[src/hdl/src_pkg.sv]
`default_nettype none
package src_pkg;
	// ----------------------------------------------------------------
	// bus geometry
	// ----------------------------------------------------------------
	localparam int ADDR_W = 12;
	localparam int DATA_W = 32;
	localparam int REG_W = 16;

	// register byte offsets
	localparam logic [ADDR_W-1:0] OFF_CAUSE = 12'h000;
	localparam logic [ADDR_W-1:0] OFF_OSC = 12'h004;
	localparam logic [ADDR_W-1:0] OFF_IRQ_STAT = 12'h008;
	localparam logic [ADDR_W-1:0] OFF_IRQ_CLR = 12'h00C;
	localparam logic [ADDR_W-1:0] OFF_IRQ_EN = 12'h010;
	localparam logic [ADDR_W-1:0] OFF_ACTIVE = 12'h014;

	// ----------------------------------------------------------------
	// reset cause bit positions
	// ----------------------------------------------------------------
	localparam int NCAUSE = 10;
	localparam int NPIN = 3;
	localparam int NLOGIC = 7;
	localparam int B_POWER_ON = 0;
	localparam int B_BROWN_OUT = 1;
	localparam int B_EXT_CLEAR = 2;
	localparam int B_RESET_INSTR = 3;
	localparam int B_WATCHDOG = 4;
	localparam int B_CFG_MISMATCH = 5;
	localparam int B_TRAP_CONFLICT = 6;
	localparam int B_ILL_OPCODE = 7;
	localparam int B_UNINIT_WREG = 8;
	localparam int B_SECURITY = 9;

	// reset values
	localparam logic [REG_W-1:0] CAUSE_POWER_ON_VAL = 16'h0003;
	localparam logic [REG_W-1:0] OSC_RST_VAL = 16'h0000;
	localparam logic [NCAUSE-1:0] IRQ_EN_RST_VAL = 10'h000;

	// new oscillator field inside oscillator control
	localparam int NEW_OSCILLATOR_FIELD_LSB = 8;
	localparam int NEW_OSCILLATOR_FIELD_W = 3;
endpackage
`default_nettype wire

[src/hdl/src_cause_if.sv]
`timescale 1ns/1ps
`default_nettype none
// one group of reset causes between the combiner and its conditioning stage
interface src_cause_if #(parameter int W = 1);
	logic [W-1:0] raw;
	logic [W-1:0] level;
	logic [W-1:0] rise;
	modport det (input raw, output level, output rise);
	modport user (output raw, input level, input rise);
endinterface
`default_nettype wire

[src/hdl/src_cause_cond.sv]
`timescale 1ns/1ps
`default_nettype none
// conditions one group of cause inputs: optional two-stage sync and rise detect
module src_cause_cond #(
	parameter int W = 1,
	parameter bit SYNC = 1'b1
) (
	input wire logic clk,
	input wire logic rst,
	input wire logic ce,
	src_cause_if.det c
);
	logic [W-1:0] lvl_q;
	logic [W-1:0] prev_q;

	generate
		if (SYNC) begin : g_sync
			logic [W-1:0] meta_q;
			// first stage is read only by the second stage
			always_ff @(posedge clk) begin
				if (rst) begin
					meta_q <= '0;
					lvl_q <= '0;
				end else if (ce) begin
					meta_q <= c.raw;
					lvl_q <= meta_q;
				end
			end
		end else begin : g_direct
			// same-clock sources are used as they come
			always_comb begin
				lvl_q = c.raw;
			end
		end
	endgenerate

	// previous level for rise detection
	always_ff @(posedge clk) begin
		if (rst) begin
			prev_q <= '0;
		end else if (ce) begin
			prev_q <= lvl_q;
		end
	end

	assign c.level = lvl_q;
	assign c.rise = lvl_q & ~prev_q & {W{ce}};
endmodule
`default_nettype wire

[src/hdl/src_reset_combiner.sv]
`timescale 1ns/1ps
`default_nettype none
module src_reset_combiner (
	input wire logic CLOCK,
	input wire logic SYS_RST,
	input wire logic CLK_EN,
	input wire logic POWER_ON_RESET,
	input wire logic BROWN_OUT_RESET,
	input wire logic EXTERNAL_CLEAR_PIN_RESET_N,
	input wire logic RESET_INSTRUCTION_CAUSE,
	input wire logic WATCHDOG_TIMEOUT_RESET,
	input wire logic CONFIGURATION_MISMATCH_RESET,
	input wire logic TRAP_CONFLICT_RESET,
	input wire logic ILLEGAL_OPCODE_RESET,
	input wire logic UNINIT_WREG_RESET,
	input wire logic SECURITY_RESET,
	input wire logic [src_pkg::NEW_OSCILLATOR_FIELD_W-1:0] BOOT_OSCILLATOR_CHOICE,
	input wire logic PSEL,
	input wire logic PENABLE,
	input wire logic PWRITE,
	input wire logic [src_pkg::ADDR_W-1:0] PADDR,
	input wire logic [src_pkg::DATA_W-1:0] PWDATA,
	output var logic [src_pkg::DATA_W-1:0] PRDATA,
	output logic PREADY,
	output logic PSLVERR,
	output var logic MASTER_RESET_SIGNAL,
	output logic [src_pkg::NEW_OSCILLATOR_FIELD_W-1:0] NEW_OSCILLATOR_FIELD,
	output var logic IRQ
);
	import src_pkg::*;

	// ----------------------------------------------------------------
	// cause conditioning
	// ----------------------------------------------------------------
	src_cause_if #(.W(NPIN)) pin_c ();
	src_cause_if #(.W(NLOGIC)) cpu_c ();

	logic [NCAUSE-1:0] cause_act;
	logic [NCAUSE-1:0] cause_rise;
	logic [REG_W-1:0] cause_q;
	logic [REG_W-1:0] cause_d;
	logic [REG_W-1:0] osc_q;
	logic [NCAUSE-1:0] ist_q;
	logic [NCAUSE-1:0] ien_q;
	logic any_cause;
	logic setup;
	logic wr_acc;
	logic mapped;
	logic wr_cause;
	logic [REG_W-1:0] wr_val;

	// pin causes cross from outside the clock domain; the clear pin is active low
	assign pin_c.raw[B_POWER_ON] = POWER_ON_RESET;
	assign pin_c.raw[B_BROWN_OUT] = BROWN_OUT_RESET;
	assign pin_c.raw[B_EXT_CLEAR] = ~EXTERNAL_CLEAR_PIN_RESET_N;

	// cpu and watchdog causes come from logic on this clock
	assign cpu_c.raw = {SECURITY_RESET, UNINIT_WREG_RESET, ILLEGAL_OPCODE_RESET,
		TRAP_CONFLICT_RESET, CONFIGURATION_MISMATCH_RESET,
		WATCHDOG_TIMEOUT_RESET, RESET_INSTRUCTION_CAUSE};

	src_cause_cond #(.W(NPIN), .SYNC(1'b1)) u_pin (
		.clk(CLOCK),
		.rst(SYS_RST),
		.ce(CLK_EN),
		.c(pin_c)
	);

	src_cause_cond #(.W(NLOGIC), .SYNC(1'b0)) u_cpu (
		.clk(CLOCK),
		.rst(SYS_RST),
		.ce(CLK_EN),
		.c(cpu_c)
	);

	// every cause lands in its own bit position
	assign cause_act = {cpu_c.level, pin_c.level};
	assign cause_rise = {cpu_c.rise, pin_c.rise};
	assign any_cause = |cause_act;

	// ----------------------------------------------------------------
	// master reset
	// ----------------------------------------------------------------
	// the cause flags never feed this; only live cause inputs do
	always_ff @(posedge CLOCK) begin
		if (SYS_RST) begin
			MASTER_RESET_SIGNAL <= 1'b1;
		end else if (CLK_EN) begin
			MASTER_RESET_SIGNAL <= any_cause;
		end
	end

	// ----------------------------------------------------------------
	// apb decode
	// ----------------------------------------------------------------
	assign setup = PSEL & ~PENABLE;
	assign wr_acc = PSEL & PENABLE & PWRITE & CLK_EN;
	assign wr_val = PWDATA[REG_W-1:0];
	assign PREADY = 1'b1;
	assign wr_cause = wr_acc & (PADDR == OFF_CAUSE);

	// address decode for the error answer
	always_comb begin
		if (PADDR == OFF_CAUSE) begin
			mapped = 1'b1;
		end else if (PADDR == OFF_OSC) begin
			mapped = 1'b1;
		end else if (PADDR == OFF_IRQ_STAT) begin
			mapped = 1'b1;
		end else if (PADDR == OFF_IRQ_CLR) begin
			mapped = 1'b1;
		end else if (PADDR == OFF_IRQ_EN) begin
			mapped = 1'b1;
		end else if (PADDR == OFF_ACTIVE) begin
			mapped = 1'b1;
		end else begin
			mapped = 1'b0;
		end
	end
	// error only in the access phase, so a setup cycle never shows it
	assign PSLVERR = PSEL & PENABLE & ~mapped;

	// read data captured in the setup cycle, valid through the access phase
	always_ff @(posedge CLOCK) begin
		if (SYS_RST) begin
			PRDATA <= '0;
		end else if (CLK_EN && setup && !PWRITE) begin
			if (PADDR == OFF_CAUSE) begin
				PRDATA <= DATA_W'(cause_q);
			end else if (PADDR == OFF_OSC) begin
				PRDATA <= DATA_W'(osc_q);
			end else if (PADDR == OFF_IRQ_STAT) begin
				PRDATA <= DATA_W'(ist_q);
			end else if (PADDR == OFF_IRQ_EN) begin
				PRDATA <= DATA_W'(ien_q);
			end else if (PADDR == OFF_ACTIVE) begin
				PRDATA <= DATA_W'(cause_act);
			end else begin
				PRDATA <= '0;
			end
		end
	end

	// ----------------------------------------------------------------
	// reset cause status
	// ----------------------------------------------------------------
	// power-on wins over everything; otherwise live causes win over a write
	always_comb begin
		if (cause_act[B_POWER_ON]) begin
			cause_d = CAUSE_POWER_ON_VAL;
		end else begin
			cause_d = wr_cause ? wr_val : cause_q;
			cause_d = cause_d | REG_W'(cause_act);
		end
	end

	// flags survive every reset but power-on and SYS_RST
	always_ff @(posedge CLOCK) begin
		if (SYS_RST) begin
			cause_q <= CAUSE_POWER_ON_VAL;
		end else if (CLK_EN) begin
			cause_q <= cause_d;
		end
	end

	// ----------------------------------------------------------------
	// oscillator control
	// ----------------------------------------------------------------
	// any reset cause reloads the new oscillator field from configuration; SYS_RST clears it
	always_ff @(posedge CLOCK) begin
		if (SYS_RST) begin
			osc_q <= OSC_RST_VAL;
		end else if (CLK_EN) begin
			if (any_cause) begin
				osc_q <= OSC_RST_VAL;
				osc_q[NEW_OSCILLATOR_FIELD_LSB +: NEW_OSCILLATOR_FIELD_W] <= BOOT_OSCILLATOR_CHOICE;
			end else if (wr_acc && PADDR == OFF_OSC) begin
				osc_q <= wr_val;
			end
		end
	end
	assign NEW_OSCILLATOR_FIELD = osc_q[NEW_OSCILLATOR_FIELD_LSB +: NEW_OSCILLATOR_FIELD_W];

	// ----------------------------------------------------------------
	// interrupt
	// ----------------------------------------------------------------
	// enables return to off on any reset
	always_ff @(posedge CLOCK) begin
		if (SYS_RST) begin
			ien_q <= IRQ_EN_RST_VAL;
		end else if (CLK_EN) begin
			if (any_cause) begin
				ien_q <= IRQ_EN_RST_VAL;
			end else if (wr_acc && PADDR == OFF_IRQ_EN) begin
				ien_q <= PWDATA[NCAUSE-1:0];
			end
		end
	end

	// sticky cause-onset events, write one to clear, a new event wins
	always_ff @(posedge CLOCK) begin
		if (SYS_RST) begin
			ist_q <= '0;
		end else if (CLK_EN) begin
			if (wr_acc && PADDR == OFF_IRQ_CLR) begin
				ist_q <= (ist_q & ~PWDATA[NCAUSE-1:0]) | cause_rise;
			end else begin
				ist_q <= ist_q | cause_rise;
			end
		end
	end

	// level interrupt output
	always_ff @(posedge CLOCK) begin
		if (SYS_RST) begin
			IRQ <= 1'b0;
		end else if (CLK_EN) begin
			IRQ <= |(ist_q & ien_q);
		end
	end
endmodule
`default_nettype wire

[config.mk]
export PLATFORM = sky130hd
export DESIGN_NAME = src_reset_combiner
export DESIGN_NICKNAME = d
export VERILOG_FILES = /design/src/hdl/src_pkg.sv /design/src/hdl/src_cause_if.sv /design/src/hdl/src_cause_cond.sv /design/src/hdl/src_reset_combiner.sv
export SDC_FILE = /design/constraint.sdc
export NUM_CORES = 1
export LEC_CHECK = 0
export BUFFER_PORTS_ARGS = -buffer_cell sky130_fd_sc_hd__buf_2
export CORE_UTILIZATION = 35
export DETAILED_ROUTE_END_ITERATION = 8
export HOLD_SLACK_MARGIN = 0.05
export PLACE_DENSITY_LB_ADDON = 0.1
export SYNTH_ARGS = -nofsm -noshare
export SYNTH_HDL_FRONTEND = slang
export SYNTH_SLANG_ARGS = --single-unit
[constraint.sdc]
create_clock -name CLOCK -period 2.34 [get_ports CLOCK]
set_clock_uncertainty 0.2 [all_clocks]
set_input_delay 0.351 -clock CLOCK [delete_from_list [all_inputs] [get_ports CLOCK]]
set_output_delay 0.351 -clock CLOCK [all_outputs]
set_load 0.01 [all_outputs]
-- Word-level counts from Yosys, hierarchy flattened
Cells that the tools add are included.
- register bits: 102
- word-level logic and storage cells: 68
- input bits: 63
- output and inout bits: 39
- bitwise operators: 21
- reduce and logical (&&, ||, !) cells: 13
- equal/unequal tests: 5
- multiplexer cells: 18
- operators with widths (operator ; count):
    $mux 16 ; 6
    $mux 10 ; 6
    $eq 12x4->1 const B ; 2
    $eq 12x5->1 const B ; 2
    $and 10x10->10 ; 2
    $or 10x10->10 ; 2
    $reduce_or 10->1 ; 2
    $or 16x10->16 ; 1
    $and 7x7->7 ; 2
    $eq 12x3->1 const B ; 1
    $logic_not 12->1 ; 1
    $not 10->10 ; 1
    $not 7->7 ; 1
    $and 1x1->1 ; 6
    $and 3x3->3 ; 2
    $mux 1 ; 6
    $logic_and 1x1->1 ; 5
    $reduce_and 2->1 ; 2
    $reduce_bool 2->1 ; 2
    $not 1->1 ; 3
    $not 3->3 ; 1
    $logic_not 1->1 ; 1

-- Logic depth before layout (Yosys ltp)
Gate-level depths: netlist of the first run.
- depth after elaboration: 9
- gate-level depth with buffers: 7
- gate-level depth less buffers: 5

-- Modules after synthesis
A second synthesis of the first run with hierarchy kept.
- cell total of the unflattened synthesis: 487
- area total of the unflattened synthesis: 4420.5 um2
- by module, submodules not included (module ; sequential area each (um2) ; area an instance (um2) ; times used ; cells each):
    src_reset_combiner ; 1401.3 ; 3692.3 ; 1 ; 414
    src_cause_cond (u_cpu) ; 140.1 ; 382.9 ; 1 ; 38
    src_cause_cond (u_pin) ; 180.2 ; 345.3 ; 1 ; 35

-- Least setup slack after synthesis of the first run
Ideal clock, no wire load.
- path kind: input -> register
- start point: input port PADDR[1] (netlist bit)
- end point: register ist_q[1]
- path buffers: 1
- path slack: -6 ps
- stages: 6
- setup time: 132 ps
- arrival time: 2013 ps
- path through: or4_4 or2_4 or4_1 buf_2 o21ai_0 a21oi_1
- longest elaborated chain between the ends: 3
- ends and longest elaborated chain (element ; line ; RTL):
    start, declared ; src_reset_combiner.sv:21 ; input wire logic [src_pkg::ADDR_W-1:0] PADDR,
    $eq 12x4->1 ; src_reset_combiner.sv:205 ; if (wr_acc && PADDR == OFF_IRQ_CLR) begin
    $logic_and 1x1->1 ; src_reset_combiner.sv:205 ;
    $mux 10 ; src_reset_combiner.sv:205 ;
    end signal, assigned ; src_reset_combiner.sv:206 ; ist_q <= (ist_q & ~PWDATA[NCAUSE-1:0]) | cause_rise;
    end signal, assigned ; src_reset_combiner.sv:208 ; ist_q <= ist_q | cause_rise;
    end, declared ; src_reset_combiner.sv:43 ; logic [NCAUSE-1:0] ist_q;
No other way between the ends.
A chain may end at the register's enable or synchronous reset.

-- Worst setup path after layout of the first run
- start point: input port PADDR[8] (netlist bit)
- end point: output port PSLVERR
- longest elaborated chain between the ends: 9
- elaborated cells on any way between the ends: 14
- classes of those cells: 5 x eq/ne; 6 x mux; 2 x bitwise; 1 x reduce/logical
- ends and longest elaborated chain (element ; line ; RTL):
    $eq 12x5->1 ; src_reset_combiner.sv:114 ; end else if (PADDR == OFF_ACTIVE) begin
    $mux 1 ; src_reset_combiner.sv:114 ;
    $mux 1 ; src_reset_combiner.sv:112 ; end else if (PADDR == OFF_IRQ_EN) begin
    $mux 1 ; src_reset_combiner.sv:110 ; end else if (PADDR == OFF_IRQ_CLR) begin
    $mux 1 ; src_reset_combiner.sv:108 ; end else if (PADDR == OFF_IRQ_STAT) begin
    $mux 1 ; src_reset_combiner.sv:106 ; end else if (PADDR == OFF_OSC) begin
    $mux 1 * ; src_reset_combiner.sv:104 ; if (PADDR == OFF_CAUSE) begin
    $not 1->1 * ; src_reset_combiner.sv:121 ; assign PSLVERR = PSEL & PENABLE & ~mapped;
    $and 1x1->1 * ; src_reset_combiner.sv:121 ;
    end, declared ; src_reset_combiner.sv:25 ; output logic PSLVERR,
Every way passes the cells marked *; elsewhere a longest branch is shown, timed or not.

==> flow_metrics.py, run 1 <==
metrics = {
    "global_route": {
        "gr-total-overflow": 0,
        "groute.usage.overall": 0.216,
        "first_global_vias": 3507,
        "grt_start_max_net_pins": 47,
        "initial_antenna_violation_count": 0,
        "grt_pass1_wl_mm": 19.1,
    },
    "sta": {
        "holdWs_ns": 0.0600,
        "setup_viol": 0,
        "final.setup.tns_ns": 0,
        "min_period_ns": 2.29,
        "timing_max_transition_violations_final": 0,
        "max-slew-margin-rel": 0.593,
        "fmax_mhz": 437,
        "hold_viol_final": 0,
        "timing.final.crit_share": 0.977,
        "rsz0062_at_grt": "false",
        "worst_slew_pin_slew_ns": 0.611,
    },
    "placed_design": {
        "gp_congestion": 0.805,
        "placement.io_buffers": 68,
        "post_detail_place_hpwl_mm": 8.36,
        "placedInstanceArea_um2": 4720,
    },
    "synthesis": {
        "synth_cells": 449,
        "ys_dominant_reg_cell": "sky130_fd_sc_hd__dfxtp_1",
        "asyncSetResetFlopFracSynth": 0,
        "ys_seq_elements": 86,
        "synth_edf_count": 0,
        "netlist_area_um2": 4040,
        "portion_of_synthesized_cell_area_occupied_by_the_leading_cell_type": 0.426,
        "synthDominantAreaCellType": "sky130_fd_sc_hd__dfxtp_1",
        "post_synth_main_area_contributors": "sky130_fd_sc_hd__dfxtp_1, sky130_fd_sc_hd__nor2_1, sky130_fd_sc_hd__buf_4",
        "synth.distinct_cells": 53,
        "syn_area_per_cell_um2": 9.01,
        "yosys_warnings": 0,
        "yosysSeqAreaShare": 0.426,
    },
    "pwr": {
        "power.leakage_uw": 0.00211,
        "power.clock.fraction": 0.425,
        "peakVddDrop_mv": 0.308,
        "power.net_switching_uw": 802,
        "cell_internal_power_dissipation_uw": 2390,
        "power.switching_fraction": 0.252,
        "comb_power_share": 0.097,
        "seq_power_share": 0.478,
        "power_density_nw_per_um2": 627,
    },
    "detailed_routing": {
        "dr_total_vias": 3641,
        "drt-vias-per-instance": 5.24,
        "drt.antenna.violating_nets": 0,
        "route.final.wire_length_mm": 12.1,
        "drt_first_iter_violations": 200,
        "route.detailed.wl_per_inst_um": 17.4,
        "remaining_drc_errors": 0,
        "drt_first_pass_iters": 4,
    },
    "cts": {
        "tritoncts.num_buffers": 9,
        "clk_pin_slew_worst_paths_ns": 0.06,
        "cts_max_path_buffers": 2,
        "cts_tree": "built",
        "cts.htree.levels": 3,
        "worst_skew_pair.late_latency_ns": 0.33,
        "clkSinkCount": 86,
        "ctsRootBufferMaster": "sky130_fd_sc_hd__clkbuf_16",
    },
    "final_layout": {
        "num_antenna_cells": 0,
        "fill_cell_instance_count_of_the_final_layout": 1109,
        "area_growth_syn_to_layout_pct": 25.7,
        "final_nets": 614,
        "layout.cells.most_common": "sky130_fd_sc_hd__dfxtp_1",
        "fraction_of_layout_cells_with_a_size_suffix_above_1": 0.299,
        "final_area_um2": 5080,
        "mostFrequentLayoutCells": "sky130_fd_sc_hd__dfxtp_1, sky130_fd_sc_hd__buf_2, sky130_fd_sc_hd__buf_4",
    },
    "floorplanning": {
        "floorplan.initialDensity": 0.367,
        "io_pins": 102,
        "fp-row-count": 38,
        "design.die.area_um2": 12000,
        "fp.dieH_um": 109,
        "area_of_the_core_region_um2": 11000,
        "chipWidth_um": 109,
    },
    "worst_setup_path": {
        "crit_path_max_fanout": 4,
        "rrSetupSlack_ns": 0.18,
        "start_point_of_the_critical_path": "PADDR[8]",
        "worstSetupEndpoint": "PSLVERR",
        "arrival_ns": 1.74,
        "worstReg2RegEnd": "osc_q[7]",
        "setup.worst_path.end_class": "output pin",
        "number_of_cells_traversed_by_the_worst_register_to_register_path": 6,
        "cp_data_required_time_ns": 1.79,
        "critical_path.reg2reg.startpoint": "u_pin.c.level[2]",
        "startpoint_type": "input port",
        "crit_type": "in -> out",
    },
    "worst_hold_path": {
        "hold_path_class": "in -> reg",
    },
    "run": {
        "max_cap_violations": 0,
    },
    "outcome": {
        "run_status": "finished, final reports clean",
    },
}
==> per-layer routing <==
metal | global-route usage | routed length, um
met4 | 0.0752 | 165
met2 | 0.317 | 5250
met3 | 0.0314 | 706
met1 | 0.319 | 5960
met5 | 0 | 0
==> repair_timing <==
item                                    in CTS  in global routing
resized for setup                            2                  0
hold buffers                                 6                  0
setup buffers                                0                  1
endpoints found under the hold margin        6                  0
endpoints found under the setup margin       1                  1
pin swaps                                    0                  3
==> stage by stage <==
step	total power (uW)	util	worst slack, ns	std cells
4_1_cts	3220	0.460	0.0247	694
3_3_place_gp	1850	0.428	-0.241	673
6_report	3190	0.461	0.0535	695
5_1_grt	3320	0.461	0.000120	695
3_5_place_dp	1860	0.428	-0.253	673
2_1_floorplan	1730	-	-0.00555	464
==> critical path, stage by stage <==
cell	delay [ns]
sky130_fd_sc_hd__buf_2	0.10
sky130_fd_sc_hd__or4_4	0.56
sky130_fd_sc_hd__or2_4	0.29
sky130_fd_sc_hd__buf_4	0.16
sky130_fd_sc_hd__nor2_4	0.08
sky130_fd_sc_hd__a21oi_1	0.07
sky130_fd_sc_hd__buf_2	0.14
==> logic make-up (layout without fill, tap and decap cells) <==
group	Yosys count	count (layout)	synth area share
AO/OA/AOI/OAI	150	150	0.259
buffers and inverters	60	151	0.0838
flip-flops	86	86	0.426
multiplexers	21	21	0.0538
other	2	17	0.00186
AND/OR/NAND/NOR	130	130	0.175
==> worst min path at each step <==
| stage | from | endpoint | slack (ns) | cells after the start |
|---|---|---|---|---|
| finish | POWER_ON_RESET | u_pin.g_sync.meta_q[0] | 0.06 | 3 |
| global route | PWDATA[5] | osc_q[5] | 0.09 | 2 |
| CTS | POWER_ON_RESET | u_pin.g_sync.meta_q[0] | 0.05 | 3 |
| detailed placement | u_pin.prev_q[0] | u_pin.prev_q[0] | 0.26 | 2 |
| global placement | u_pin.prev_q[0] | u_pin.prev_q[0] | 0.26 | 2 |
| floorplan | u_pin.prev_q[0] | u_pin.prev_q[0] | 0.25 | 2 |
==> power groups by stage <==
stage                     Combinational [uW]  Sequential [uW]  Clock [uW]
final                                    309             1520        1350
after floorplan                          184             1550           0
after detailed placement                 301             1560           0
after CTS                                310             1520        1390
after global placement                   295             1560           0
after global routing                     341             1530        1460
==> sequential cells by signal (all words and copies together), names as in the netlist <==
name,count
u_pin.c.level,3
u_pin.prev_q,3
u_pin.g_sync.meta_q,3
cause_q,16
MASTER_RESET_SIGNAL,1
ist_q,10
PRDATA,16
ien_q,10
u_cpu.prev_q,7
osc_q,16
IRQ,1
==> Yosys cell counts, types with 12 or more instances <==
master,count
sky130_fd_sc_hd__o21ai_0,28
sky130_fd_sc_hd__a21o_1,18
sky130_fd_sc_hd__mux2i_1,15
sky130_fd_sc_hd__a31oi_1,12
sky130_fd_sc_hd__nand2_1,27
sky130_fd_sc_hd__buf_4,20
sky130_fd_sc_hd__dfxtp_1,86
sky130_fd_sc_hd__a211oi_1,13
sky130_fd_sc_hd__a22oi_1,15
sky130_fd_sc_hd__nor2_1,44
sky130_fd_sc_hd__a21oi_1,24
sky130_fd_sc_hd__clkbuf_1,18
sky130_fd_sc_hd__a22o_2,13
==> final cells by class <==
class,count,area [um^2],share of cell area
Multi-Input combinational cell,318,2050,0.404
Sequential cell,86,1720,0.339
Timing Repair Buffer,125,808,0.159
Inverter,11,41.3,0.00812
Clock buffer,10,239,0.0470
Clock inverter,5,43.8,0.00862
Tap cell,140,175,0.0345
(Power assumes the default switching activity.)
==> inputs of run 2 (changes only) <==
--- a/constraint.sdc
+++ b/constraint.sdc
@@ -3,3 +3,3 @@
 set_input_delay 0.351 -clock CLOCK [delete_from_list [all_inputs] [get_ports CLOCK]]
 set_output_delay 0.351 -clock CLOCK [all_outputs]
-set_load 0.01 [all_outputs]
+set_load 0.05 [all_outputs]
==> run 2 against run 1 <==
Net effect: cell count unchanged; register-to-register slack about the same; first-iteration DRC count shrank 3.5%; clock power about the same; via count about the same; critical path type unchanged.
==> flow_metrics.py, run 2 (synthesis results as in run 1) <==
metrics = {
    "detailed_routing": {
        "dr_total_vias": 3638,
        "route.detailed.wl_per_inst_um": 17.4,
        "route.final.wire_length_mm": 12.1,
        "drt_first_iter_violations": 193,
        "drt_first_pass_iters": 4,
        "remaining_drc_errors": 0,
        "drt.antenna.violating_nets": 0,
        "drt-vias-per-instance": 5.23,
    },
    "outcome": {
        "run_status": "finished, final reports clean",
    },
    "run": {
        "max_cap_violations": 0,
    },
    "worst_setup_path": {
        "number_of_cells_traversed_by_the_worst_register_to_register_path": 7,
        "crit_type": "in -> out",
        "worstReg2RegEnd": "osc_q[7]",
        "setup.worst_path.end_class": "output pin",
        "arrival_ns": 1.74,
        "crit_path_max_fanout": 4,
        "startpoint_type": "input port",
        "cp_data_required_time_ns": 1.79,
        "critical_path.reg2reg.startpoint": "u_pin.c.level[2]",
        "rrSetupSlack_ns": 0.18,
    },
    "floorplanning": {
        "fp.dieH_um": 109,
        "chipWidth_um": 109,
        "floorplan.initialDensity": 0.367,
        "design.die.area_um2": 12000,
        "fp-row-count": 38,
        "io_pins": 102,
        "area_of_the_core_region_um2": 11000,
    },
    "sta": {
        "worst_slew_pin_slew_ns": 0.596,
        "timing_max_transition_violations_final": 0,
        "rsz0062_at_grt": "false",
        "min_period_ns": 2.29,
        "fmax_mhz": 437,
        "hold_viol_final": 0,
        "max-slew-margin-rel": 0.603,
        "timing.final.crit_share": 0.977,
        "setup_viol": 0,
        "holdWs_ns": 0.0632,
    },
    "global_route": {
        "groute.usage.overall": 0.216,
        "initial_antenna_violation_count": 0,
        "grt_pass1_wl_mm": 19.1,
        "first_global_vias": 3511,
        "grt_start_max_net_pins": 47,
        "gr-total-overflow": 0,
    },
    "worst_hold_path": {
        "hold_path_class": "in -> reg",
        "worstHoldPathCells": 3,
        "timing.hold.worst_endpoint": "u_pin.g_sync.meta_q[0]",
        "hold_start": "POWER_ON_RESET",
    },
    "placed_design": {
        "post_detail_place_hpwl_mm": 8.36,
        "gp_congestion": 0.805,
        "placement.io_buffers": 68,
    },
    "cts": {
        "cts_tree": "built",
        "worst_skew_pair.late_latency_ns": 0.33,
        "clk_pin_slew_worst_paths_ns": 0.06,
        "clkSinkCount": 86,
        "tritoncts.num_buffers": 9,
        "ctsRootBufferMaster": "sky130_fd_sc_hd__clkbuf_16",
        "cts.htree.levels": 3,
        "cts_max_path_buffers": 2,
    },
    "final_layout": {
        "fin_util": 0.462,
        "area_growth_syn_to_layout_pct": 26.0,
        "fraction_of_layout_cells_with_a_size_suffix_above_1": 0.301,
        "num_antenna_cells": 0,
        "final_nets": 614,
        "reg_top3": "PRDATA (16), cause_q (16), osc_q (16)",
        "mostFrequentLayoutCells": "sky130_fd_sc_hd__dfxtp_1, sky130_fd_sc_hd__buf_2, sky130_fd_sc_hd__buf_4",
        "layout.cells.most_common": "sky130_fd_sc_hd__dfxtp_1",
    },
    "pwr": {
        "power.leakage_uw": 0.00212,
        "peakVddDrop_mv": 0.307,
        "fin_total_pwr_uw": 3250,
        "power_density_nw_per_um2": 638,
    },
}
## run 2: cell types whose count changed in the layout (fill, tap and decap cells not counted)
cell	change
sky130_fd_sc_hd__buf_6	+2
sky130_fd_sc_hd__a21oi_1	-1
sky130_fd_sc_hd__buf_4	-1
sky130_fd_sc_hd__buf_2	-1
sky130_fd_sc_hd__a21oi_2	+1
## run 2: worst max-delay path, cell delays in order
cell	delay [ns]
sky130_fd_sc_hd__buf_2	0.10
sky130_fd_sc_hd__or4_4	0.56
sky130_fd_sc_hd__or2_4	0.27
sky130_fd_sc_hd__buf_6	0.13
sky130_fd_sc_hd__nor2_4	0.11
sky130_fd_sc_hd__a21oi_2	0.07
sky130_fd_sc_hd__buf_6	0.15
## run 2: per-stage QoR
step                      worst slack (ns)  setup TNS [ns]  instance area [um^2]  cells
final                               0.0532               0                  5100    695
after CTS                           0.0133               0                  5080    694
after global routing                0.0100               0                  5100    695
after detailed placement            -0.253           -7.99                  4720    673
after global placement              -0.241           -7.50                  4720    673
after floorplan                   -0.00555         -0.0290                  4100    464
## run 2: worst max path at each step
stage	from	to	cells after the start
global route	PADDR[1]	PSLVERR	7
CTS	PADDR[8]	PSLVERR	7
finish	PADDR[1]	PSLVERR	7
floorplan	PADDR[1]	ist_q[1]	6
detailed placement	PADDR[1]	osc_q[7]	7
global placement	PADDR[1]	osc_q[7]	7
## run 2: power by group
group | switching, uW | leakage [uW] | total, uW | internal, uW
logic | 246 | 0.00129 | 377 | 131
registers | 23.7 | 0.000699 | 1520 | 1500
clock network | 595 | 0.000133 | 1350 | 755
## run 2: area by class of cell
type / instances / area, um^2
clock buffers: 10 / 239
clock inverters: 5 / 43.8
fillers: 1103 / 5930
inverters: 11 / 41.3
multi-input cells: 318 / 2060
flip-flops and latches: 86 / 1720
well taps: 140 / 175
repair buffers: 125 / 818
## run 2: timing repair
action                                  4_1_cts  5_1_grt
endpoints found under the setup margin        1        1
gates cloned                                  0        0
pin swaps                                     3        3
endpoints found under the hold margin         6        0
gates resized for setup                       5        1
setup buffers                                 0        1
hold buffers                                  6        0
## run 2: metal layers
layer  up-vias  track usage  part of all wire
li1       1827            -                 -
met1      1710        0.320              0.49
met2        92        0.317              0.44
met3         9       0.0314             0.054
met4         0       0.0752             0.010
met5         -            0                 0
